[config.mk]
export PLATFORM = sky130hd
export DESIGN_NAME = frs_sequencer
export DESIGN_NICKNAME = d
export VERILOG_FILES = /design/src/shared/frs_pkg.sv /design/src/hw/frs_row_buffer.sv /design/src/hw/frs_sequencer.sv
export VERILOG_INCLUDE_DIRS = /design/src /design/src/shared
export SDC_FILE = /design/constraint.sdc
export NUM_CORES = 1
export LEC_CHECK = 0
export ABC_AREA = 1
export BUFFER_PORTS_ARGS = -buffer_cell sky130_fd_sc_hd__buf_2
export CAP_MARGIN = 10
export CORE_AREA = 2 2 298 300
export CTS_CLUSTER_DIAMETER = 120
export DETAILED_ROUTE_END_ITERATION = 8
export DIE_AREA = 0 0 300 302
export PLACE_DENSITY = 0.67
export SYNTH_ARGS = -nofsm -noshare
export SYNTH_HDL_FRONTEND = slang
export SYNTH_HIERARCHICAL = 1
export SYNTH_SLANG_ARGS = --single-unit
export TNS_END_PERCENT = 5
[constraint.sdc]
create_clock -name mclk -period 5 [get_ports mclk]
set_clock_uncertainty 0.1 [all_clocks]
set_input_delay 0.75 -clock mclk [delete_from_list [all_inputs] [get_ports mclk]]
set_output_delay 0.75 -clock mclk [all_outputs]
set_load 0.01 [all_outputs]
[src/shared/frs_consts.svh]
`ifndef FRS_CONSTS_SVH
`define FRS_CONSTS_SVH
// ----------------------------------------------------------------
// Register offsets (register port byte addresses)
// ----------------------------------------------------------------
`define FRS_OFF_TABLE_PAGE   8'h32
`define FRS_OFF_MEM_CTRL     8'h40
`define FRS_OFF_UNLOCK_KEY   8'h42
`define FRS_OFF_ROW_OFFSET   8'h44
`define FRS_OFF_BUF_ADDR     8'h46
`define FRS_OFF_BUF_DATA     8'h48
`define FRS_OFF_BUF_DATA_HI  8'h4A
// ----------------------------------------------------------------
// Field positions and codes
// ----------------------------------------------------------------
`define FRS_BIT_ERASE        6
`define FRS_BIT_PERMIT       14
`define FRS_BIT_START        15
`define FRS_OP_ROW           6'h18
`define FRS_KEY_FIRST        8'h55
`define FRS_KEY_SECOND       8'hAA
`define FRS_ROW_WORDS        32
// ----------------------------------------------------------------
// Reset values and timing
// ----------------------------------------------------------------
`define FRS_RST_TABLE_PAGE   16'h0000
`define FRS_RST_MEM_CTRL     16'h0000
`define FRS_ERASE_TIME_US    3000
`define FRS_PROG_TIME_US     3000
`define FRS_CLK_MHZ          20
`endif

[src/shared/frs_pkg.sv]
`default_nettype none
package frs_pkg;
  typedef enum logic [2:0] {
    FRS_IDLE = 3'b001,
    FRS_RUN  = 3'b010,
    FRS_DONE = 3'b100
  } frs_state_type;
endpackage
`default_nettype wire

[src/hw/frs_row_buffer.sv]
`default_nettype none
module frs_row_buffer #(
  parameter int WORDS = 32,
  parameter int AW    = 5,
  parameter int DW    = 24
) (
  input  wire logic          mclk,
  input  wire logic          wr_en,
  input  wire logic [AW-1:0] wr_addr,
  input  wire logic [DW-1:0] wr_data,
  input  wire logic [AW-1:0] rd_addr,
  output logic      [DW-1:0] rd_data
);
  logic [DW-1:0] mem [WORDS];

  // Write port and registered read port
  always_ff @(posedge mclk) begin
    if (wr_en) begin
      mem[wr_addr] <= wr_data;
    end
    rd_data <= mem[rd_addr];
  end
endmodule // frs_row_buffer
`default_nettype wire

[src/hw/frs_sequencer.sv]
`include "frs_consts.svh"
`default_nettype none
module frs_sequencer
  import frs_pkg::*;
#(
  parameter int ERASE_CYCLES = `FRS_ERASE_TIME_US * `FRS_CLK_MHZ,
  parameter int PROG_CYCLES  = `FRS_PROG_TIME_US * `FRS_CLK_MHZ,
  parameter int ROW_WORDS    = `FRS_ROW_WORDS,
  parameter int DW           = 24
) (
  input  wire logic        mclk,
  input  wire logic        nrst,
  input  wire logic [7:0]  reg_addr,
  input  wire logic [15:0] reg_wdata,
  input  wire logic        reg_wr,
  input  wire logic        reg_rd,
  output logic      [15:0] reg_rdata,
  output logic             cpu_stall,
  output logic             flash_erase,
  output logic             flash_prog,
  output logic      [23:0] flash_addr,
  output logic      [DW-1:0] flash_wdata,
  output logic             flash_wr
);
  localparam int AW = $clog2(ROW_WORDS);

  typedef struct packed {
    frs_state_type state;
    logic [15:0]   table_page;
    logic [15:0]   row_offset;
    logic [6:0]    op_sel;
    logic          permit;
    logic          start;
    logic [1:0]    key_stage;
    logic [31:0]   count;
    logic [AW:0]   word;
    logic [AW-1:0] buf_addr;
    logic [7:0]    buf_hi;
    logic [15:0]   rdata;
    logic          stall;
    logic          erase_o;
    logic          prog_o;
    logic [23:0]   faddr;
    logic          fwr;
  } frs_regs_type;

  frs_regs_type r;
  frs_regs_type next_r;
  logic [DW-1:0] buf_rdata;
  logic          buf_wr;
  logic [AW-1:0] buf_raddr;

  // ----------------------------------------------------------------
  // Helpers
  // ----------------------------------------------------------------
  function automatic logic is_wr(input logic [7:0] a, input logic [7:0] off);
    return reg_wr && (a == off);
  endfunction

  function automatic logic [23:0] row_base(input logic [15:0] pg, input logic [15:0] off);
    // Align to a 32-word row, two address units per word
    return {pg[7:0], off[15:6], 6'h00};
  endfunction

  // ----------------------------------------------------------------
  // Row write buffer
  // ----------------------------------------------------------------
  // Buffer loads only while idle
  assign buf_wr = is_wr(reg_addr, `FRS_OFF_BUF_DATA) && r.state == FRS_IDLE;
  // Read one word behind the counter so the data meets its write strobe
  assign buf_raddr = AW'(r.word - 1'b1);

  frs_row_buffer #(.WORDS(ROW_WORDS), .AW(AW), .DW(DW)) u_buf (
    .mclk    (mclk),
    .wr_en   (buf_wr),
    .wr_addr (r.buf_addr),
    .wr_data ({r.buf_hi, reg_wdata}),
    .rd_addr (buf_raddr),
    .rd_data (buf_rdata)
  );

  // ----------------------------------------------------------------
  // Next-state logic
  // ----------------------------------------------------------------
  always_comb begin
    logic key_hit;
    logic go;
    key_hit = 1'b0;
    go      = 1'b0;
    next_r  = r;
    next_r.fwr = 1'b0;
    next_r.rdata = 16'h0000;
    // Register writes only while idle; the core is stalled otherwise
    if (reg_wr && r.state == FRS_IDLE) begin
      // Any write other than the expected key disarms
      if (reg_addr == `FRS_OFF_UNLOCK_KEY) begin
        key_hit = 1'b1;
        if (reg_wdata[7:0] == `FRS_KEY_FIRST) begin
          next_r.key_stage = 2'h1;
        end else if (reg_wdata[7:0] == `FRS_KEY_SECOND && r.key_stage == 2'h1) begin
          next_r.key_stage = 2'h2;
        end else begin
          next_r.key_stage = 2'h0;
        end
      end
      if (!key_hit) begin
        next_r.key_stage = 2'h0;
      end
      case (reg_addr)
        `FRS_OFF_TABLE_PAGE: next_r.table_page = reg_wdata;
        `FRS_OFF_ROW_OFFSET: next_r.row_offset = reg_wdata;
        `FRS_OFF_BUF_ADDR:   next_r.buf_addr = reg_wdata[AW-1:0];
        `FRS_OFF_BUF_DATA_HI: next_r.buf_hi = reg_wdata[7:0];
        `FRS_OFF_BUF_DATA:   next_r.buf_addr = r.buf_addr + 1'b1;
        `FRS_OFF_MEM_CTRL: begin
          next_r.op_sel = reg_wdata[6:0];
          next_r.permit = reg_wdata[`FRS_BIT_PERMIT];
          // Start honoured only when armed, permitted and a row op
          if (reg_wdata[`FRS_BIT_START] && r.key_stage == 2'h2
              && reg_wdata[`FRS_BIT_PERMIT]
              && reg_wdata[5:0] == `FRS_OP_ROW) begin
            go = 1'b1;
          end
        end
        default: ;
      endcase
    end
    // Cycle sequencing
    case (r.state)
      FRS_IDLE: begin
        if (go) begin
          next_r.state   = FRS_RUN;
          next_r.start   = 1'b1;
          next_r.stall   = 1'b1;
          next_r.erase_o = reg_wdata[`FRS_BIT_ERASE];
          next_r.prog_o  = !reg_wdata[`FRS_BIT_ERASE];
          next_r.count   = reg_wdata[`FRS_BIT_ERASE] ? ERASE_CYCLES : PROG_CYCLES;
          next_r.word    = '0;
          next_r.faddr   = row_base(r.table_page, r.row_offset);
        end
      end
      FRS_RUN: begin
        // Program: stream buffered row into the array, one word per cycle
        if (r.prog_o && r.word <= (AW+1)'(ROW_WORDS)) begin
          next_r.word = r.word + 1'b1;
          if (r.word != '0) begin
            next_r.fwr = 1'b1;
            next_r.faddr = row_base(r.table_page, r.row_offset) +
                           24'({r.word - 1'b1, 1'b0});
          end
        end
        if (r.count <= 32'd1) begin
          next_r.state = FRS_DONE;
        end else begin
          next_r.count = r.count - 32'd1;
        end
      end
      FRS_DONE: begin
        next_r.state   = FRS_IDLE;
        next_r.start   = 1'b0;
        next_r.stall   = 1'b0;
        next_r.erase_o = 1'b0;
        next_r.prog_o  = 1'b0;
        next_r.key_stage = 2'h0;
      end
      default: next_r.state = FRS_IDLE;
    endcase
    // Read data, valid the cycle after the strobe
    if (reg_rd) begin
      case (reg_addr)
        `FRS_OFF_TABLE_PAGE: next_r.rdata = r.table_page;
        `FRS_OFF_MEM_CTRL:   next_r.rdata = {r.start, r.permit, 7'h00, r.op_sel};
        `FRS_OFF_ROW_OFFSET: next_r.rdata = r.row_offset;
        `FRS_OFF_BUF_ADDR:   next_r.rdata = 16'(r.buf_addr);
        default:             next_r.rdata = 16'h0000;
      endcase
    end
  end

  // ----------------------------------------------------------------
  // State register
  // ----------------------------------------------------------------
  // Synchronous reset, then register the next state
  always_ff @(posedge mclk) begin
    if (!nrst) begin
      r <= '0;
      r.state <= FRS_IDLE;
      r.table_page <= `FRS_RST_TABLE_PAGE;
    end else begin
      r <= next_r;
    end
  end

  // ----------------------------------------------------------------
  // Outputs
  // ----------------------------------------------------------------
  assign reg_rdata   = r.rdata;
  assign cpu_stall   = r.stall;
  assign flash_erase = r.erase_o;
  assign flash_prog  = r.prog_o;
  assign flash_addr  = r.faddr;
  assign flash_wr    = r.fwr;
  assign flash_wdata = buf_rdata;
endmodule // frs_sequencer
`default_nettype wire

==> impl_metrics.tcl, run 1 <==
set metrics [dict create \
    ios 96 \
    relSlewSlack_pct 26.1 \
    syn_nets 3774 \
    cts.sink_count 931 \
    maxCapViolCount 0 \
    antenna_found_initial 5 \
    async_flop_share_pct 0 \
    synth_ff_type "edfxtp_1" \
    ant_nets 0 \
    rows 109 \
    p_leak_nw 16.2 \
    slew_violations 0 \
    critPathSlowestCell "nor2_4" \
    clockRootBuffer "clkbuf_16" \
    worst_pin_slew_ps 1110 \
    grt_pass1_vias 25800 \
    yosysWarnings 6 \
    register_area_mm2 0.0263 \
    first_pass_iters 6 \
    cp-end-kind "flip-flop" \
    insertion_delay_ps 670 \
    cts_buffer_depth 3 \
    min_period_over_period_pct 73.9 \
    die_h_um 302 \
    cp_slowest_stage_delay_ps 1100 \
    portBuffers 94 \
    initial_utilization_pct 44.5 \
    drive_gt1_share_pct 9.29 \
    core_mm2 0.0876 \
    period_needed_ps 3690 \
    drt_iter0_drc 2824 \
    hold_path.class "flip-flop to flip-flop" \
    ir_drop_mv 0.282 \
    cp_cell_sequence "nor3_4 > nand2_2 > nor2_1 > nand3_1 > nor2_4" \
    post_cts_buffers 0 \
    grt.total_usage_pct 22.6 \
    n_fill_cell 7740 \
    gp_congestion 0.834 \
    cp-start-kind "flip-flop" \
    layout_common_cells "nand2_1 (1,323), edfxtp_1 (768), nand3_1 (631)" \
    fin_util_pct 49.6 \
    final_common_cell "nand2_1" \
    vias_per_cell 5.43 \
    post_drt_wl_per_cell_um 20.5 \
    hold_buffers 0 \
    htreeDepth 3 \
    drc 0 \
    grt_pass1_wl_mm 156 \
    power.density_mw_per_mm2 361 \
    hold_viol_final 0 \
    multi_input_area_mm2 0.0109 \
    yosysUniqueCellTypes 42 \
    setup_viol 0 \
    die_x_um 300 \
    grt-ovfl-total 0 \
    worstSetupPathType "flip-flop to flip-flop" \
    grt_max_degree 184 \
    setup-tns-final_ps 0 \
    cts_tree "built" \
    cts.clk_slew.worst_paths_ps 60 \
    synth_seq_cells 931 \
    cp_max_fo 24 \
    syn_inst 3738 \
    status "finished clean" \
    nets 3787 \
    syn_area_per_cell_um2 10.4 \
    seq_area_frac_synth_pct 67.5 \
    timing.fmax_mhz 271 \
    drt-total-wl_mm 103 \
    cts_buffers 97 \
    synth_area_mm2 0.0390 \
    hpwlAfterDp_mm 58.4 \
    cts_resized 0 \
    grt_setup_unrepaired "no" \
    hold-worst-slack_ps 352 \
    worstPathRequired_ps 5140 \
    die_area_mm2 0.0906 \
    arrival_ps 3830 \
    synth_edf_count 768 \
    area_growth_pct 11.5 \
    vias 27100 \
]
==> final timing paths <==
path,startpoint,endpoint,slack [ps],cells past startpoint
setup / recovery,r[139]$_SDFFE_PN0P_,u_buf/mem[22][7]$_DFFE_PP_,1310,5
hold / removal,r[51]$_SDFFE_PN0P_,r[51]$_SDFFE_PN0P_,350,2
setup reg to reg,r[139]$_SDFFE_PN0P_,u_buf/mem[22][7]$_DFFE_PP_,1310,5
hold reg to reg,r[51]$_SDFFE_PN0P_,r[51]$_SDFFE_PN0P_,350,2
==> cells by family after synthesis <==
family                   count (synthesis)  share of synthesized area [%]
AO/OA/AOI/OAI                          219                           2.95
XOR/XNOR                                26                          0.584
adder cells (fa/ha/maj)                  8                          0.257
buffers and inverters                  364                           5.18
flip-flops                             931                           67.5
other                                    1                        0.00962
AND/OR/NAND/NOR                       2189                           23.5
==> registers in the layout, summed over array words and instances (netlist names) <==
| name | cells |
|---|---|
| u_buf/mem | 768 |
| r | 97 |
| u_buf/rd_data | 24 |
| flash_addr | 23 |
| reg_rdata | 16 |
| flash_erase | 1 |
| flash_prog | 1 |
| flash_wr | 1 |
==> routing by layer <==
metal | up-vias | GRT usage, % | share of wire, %
met5 | - | 0 | 0.020
met4 | 4 | 7.44 | 3.1
met2 | 1041 | 36.7 | 47
met1 | 13200 | 30.7 | 42
met3 | 191 | 4.24 | 7.8
li1 | 12700 | - | -
==> power breakdown <==
group | total, mW | switching [mW] | internal, mW
clock network | 7.20 | 3.00 | 4.20
registers | 8.35 | 0.00125 | 8.35
logic | 0.154 | 0.132 | 0.0220
==> critical path, delay by kind of cell (launching register included) <==
family / cells / cell delay (ps)
flip-flops: 1 / 350
AND/OR/NAND/NOR: 5 / 2810
==> cell usage after synthesis (3+ instances only) <==
library cell	count	area (um2)
inv_1	120	450
a41oi_1	5	43.8
a21oi_1	105	526
nand2_2	4	25.0
nor4_1	3	18.8
inv_2	3	11.3
nor2_2	4	25.0
buf_1	5	18.8
xor2_1	19	166
buf_4	51	383
o21ai_1	8	40.0
nand4_1	11	68.8
buf_6	42	473
dfxtp_1	163	3260
o21ai_0	91	455
nand2_1	1323	4970
edfxtp_1	768	23100
xnor2_1	7	61.3
nor2_1	180	676
o211ai_1	4	30.0
ha_1	8	100
buf_2	104	521
clkbuf_1	36	135
nor3_1	22	110
or2_2	3	18.8
nand3_1	631	3160
==> area by class of cell <==
| class | instances | share of cell area, % |
|---|---|---|
| tap | 1165 | 3.35 |
| sequential | 931 | 60.6 |
| clock inverter | 40 | 1.11 |
| multi-input combinational | 2443 | 25.1 |
| antenna | 3 | 0.0173 |
| inverter | 125 | 1.15 |
| clock buffer | 142 | 6.31 |
| timing repair buffer | 153 | 2.41 |
==> stage by stage <==
stage / power (mW) / setup slack, ps / cell area, um2 / instances
5_1_grt: 16.1 / 1150 / 43500 / 5000
4_1_cts: 15.8 / 1340 / 43400 / 4998
3_3_place_gp: 8.67 / 957 / 40200 / 4816
3_5_place_dp: 8.67 / 920 / 40200 / 4816
6_report: 15.7 / 1310 / 43500 / 5002
2_1_floorplan: 8.55 / 1490 / 39000 / 3738
Power figures use the tool's default switching activity.
==> run 2: changes to the inputs <==
--- a/config.mk
+++ b/config.mk
@@ -6,14 +6,14 @@
 export SDC_FILE = /design/constraint.sdc
 export NUM_CORES = 1
 export LEC_CHECK = 0
-export ABC_AREA = 1
+export ABC_AREA = 0
 export BUFFER_PORTS_ARGS = -buffer_cell sky130_fd_sc_hd__buf_2
 export CAP_MARGIN = 10
-export CORE_AREA = 2 2 298 300
+export CORE_AREA = 2 2 291 293
 export CTS_CLUSTER_DIAMETER = 120
 export DETAILED_ROUTE_END_ITERATION = 8
-export DIE_AREA = 0 0 300 302
-export PLACE_DENSITY = 0.67
+export DIE_AREA = 0 0 293 295
+export PLACE_DENSITY = 0.7
 export SYNTH_ARGS = -nofsm -noshare
 export SYNTH_HDL_FRONTEND = slang
 export SYNTH_HIERARCHICAL = 1
==> constraint.sdc (replaced) <==
create_clock -name mclk -period 3.16 [get_ports mclk]
set_clock_uncertainty 0.1 [all_clocks]
set_input_delay 0.474 -clock mclk [delete_from_list [all_inputs] [get_ports mclk]]
set_output_delay 0.474 -clock mclk [all_outputs]
set_load 0.01 [all_outputs]
==> impl_metrics.tcl, run 2 <==
set metrics [dict create \
    core_mm2 0.0832 \
    drc 0 \
    fin_cells 3783 \
    rows 106 \
    place_inst 3614 \
    synth_edf_count 768 \
    place_ws_ps -155 \
    reg.largest.list "u_buf/mem x768, r x97, u_buf/rd_data x24" \
    hold-worst-slack_ps 179 \
    ios 96 \
    maxCapViolCount 0 \
    antenna_found_initial 4 \
    synth_area_mm2 0.0372 \
    final_common_cell "edfxtp_1" \
    drt-total-wl_mm 93.2 \
    area_growth_pct 13.8 \
    grt_setup_unrepaired "no" \
    largest_register_ff_count 768 \
    ir_drop_mv 0.391 \
    portBuffers 94 \
    cp-end-kind "flip-flop" \
    grt_pass1_wl_mm 137 \
    die_h_um 295 \
    cts_buffer_depth 3 \
    yosysUniqueCellTypes 64 \
    power.density_mw_per_mm2 571 \
    grt.total_usage_pct 21.1 \
    status "finished clean" \
    p_seq_share_pct 54.7 \
    relSlewSlack_pct 25.5 \
    synth_ff_type "edfxtp_1" \
    synth_seq_cells 931 \
    grt_pass1_vias 22100 \
    worstPathRequired_ps 3550 \
    drt_iter0_drc 2301 \
    p_total_mw 24.1 \
    clkPwrFrac_pct 44.3 \
    yosysTopAreaCellShare_pct 62.1 \
    ys_top_cells_by_count "edfxtp_1 (768), mux2i_1 (398), dfxtp_1 (163)" \
    htreeDepth 3 \
    hpwlAfterDp_mm 56.4 \
    yosysWarnings 6 \
    switchingPower_mw 4.69 \
    ant_nets 0 \
    syn_inst 2497 \
    setup_slack_ps 204 \
    cts_buffers 89 \
    worst_pin_slew_ps 1120 \
    swShare_pct 19.4 \
    arrival_ps 3340 \
    async_flop_share_pct 0 \
    cts.sink_count 931 \
    seq_area_frac_synth_pct 70.8 \
    clockRootBuffer "clkbuf_16" \
    min_period_over_period_pct 93.5 \
    post-synth-top-count-cell "edfxtp_1" \
    multi_input_area_mm2 0.00984 \
    first_pass_iters 5 \
    gr-max-usage-layer "met2" \
    cts_tree "built" \
    period_needed_ps 2960 \
    largest_register "u_buf/mem" \
    cp-start-kind "flip-flop" \
    cp_max_fo 58 \
    syn_area_per_cell_um2 14.9 \
    initial_utilization_pct 44.7 \
    hold_viol_final 0 \
    die_area_mm2 0.0864 \
    grt_max_degree 108 \
    worstSetupPathType "flip-flop to flip-flop" \
    use_met2_pct 35.7 \
    timing.fmax_mhz 338 \
    power.share.combinational_pct 1.0 \
    grt-ovfl-total 0 \
    hold_path.class "primary input to flip-flop" \
    synth.area.top_cells "edfxtp_1 (62%), mux2i_1 (11%), dfxtp_1 (8.8%), a21oi_1 (2.2%), a22oi_1 (1.9%)" \
    layout_common_cells "edfxtp_1 (768), mux2i_1 (398), dfxtp_1 (162)" \
    drive_gt1_share_pct 15.8 \
    nets 2662 \
    p_leak_nw 15.9 \
    setup_viol 0 \
    syn_nets 2533 \
    cts.clk_slew.worst_paths_ps 60 \
    n_fill_cell 6666 \
    insertion_delay_ps 640 \
    vias 22000 \
    yosysTopAreaCell "edfxtp_1" \
    post_drt_wl_per_cell_um 24.6 \
    register_area_mm2 0.0263 \
    slew_violations 0 \
    die_x_um 293 \
    gp_congestion 0.841 \
    p_int_mw 19.5 \
    use_met3_pct 3.17 \
    setup-tns-final_ps 0 \
    vias_per_cell 5.83 \
    grt_util_met1_pct 28.5 \
]
run 2: kinds of logic (layout without fill, tap and decap cells):
kind of cell,after synthesis,count (layout),synth area share [%]
flops,931,931,70.8
simple gates,545,546,7.23
mux,398,398,10.7
compound gates,375,375,6.73
buf+inv,192,396,3.09
xor+xnor,47,47,1.11
fa+ha+maj,8,8,0.269
other cells,1,2,0.0101
run 2: through the flow:
step | instance area, um2 | util (%)
after floorplan | 37200 | -
after global placement | 39300 | 47.2
after detailed placement | 39300 | 47.2
after CTS | 42300 | 50.8
after global routing | 42300 | 50.8
final | 42300 | 50.8
run 2: path summary, 6_finish.rpt:
path	startpoint	end	slack [ps]	cells past startpoint
worst max-delay path	r[58]$_SDFFE_PN0P_	u_buf/rd_data[16]$_DFF_P_	200	9
worst min-delay path	nrst	r[138]$_SDFFE_PN1P_	180	2
worst max register to register	r[58]$_SDFFE_PN0P_	u_buf/rd_data[16]$_DFF_P_	200	9
worst min register to register	r[130]$_SDFFE_PN0P_	r[130]$_SDFFE_PN0P_	360	2
run 2: final cells by class:
cell class	instances	area share, %
Multi-Input combinational cell	1375	23.3
Clock inverter	50	1.14
Tap cell	1080	3.20
Sequential cell	931	62.3
Timing Repair Buffer	218	4.09
Clock buffer	117	5.89
Antenna cell	1	0.00592
Inverter	11	0.115
run 2: what timing repair did:
action                     CTS  global route
pin swaps                    0             2
buffers inserted             0             0
setup endpoints to repair    5             3
gates resized for setup      1             3
cloned                       0             1
hold buffers                 0             0
run 2: critical path, cell delays in order (launching register included):
cell and delay, ps:
dfxtp_1 400, inv_1 90, ha_1 350, inv_1 180
nor2_4 520, buf_12 390, a22o_1 220, nor3_1 50
a31oi_1 360, nand3_1 120
run 2: power groups by stage:
stage	logic (mW)	clock network [mW]	registers, mW
global placement	0.228	0	13.5
detailed placement	0.239	0	13.5
CTS	0.240	10.8	13.2
floorplan	0.0449	0	13.5
global route	0.255	11.3	13.2
finish	0.239	10.7	13.2
run 2: per-layer routing:
layer  vias to the layer above  wire length [um]
li1                       9770                 -
met1                     11100             38300
met2                       962             46100
met3                       159              6720
met4                         2              2130
met5                         -                13
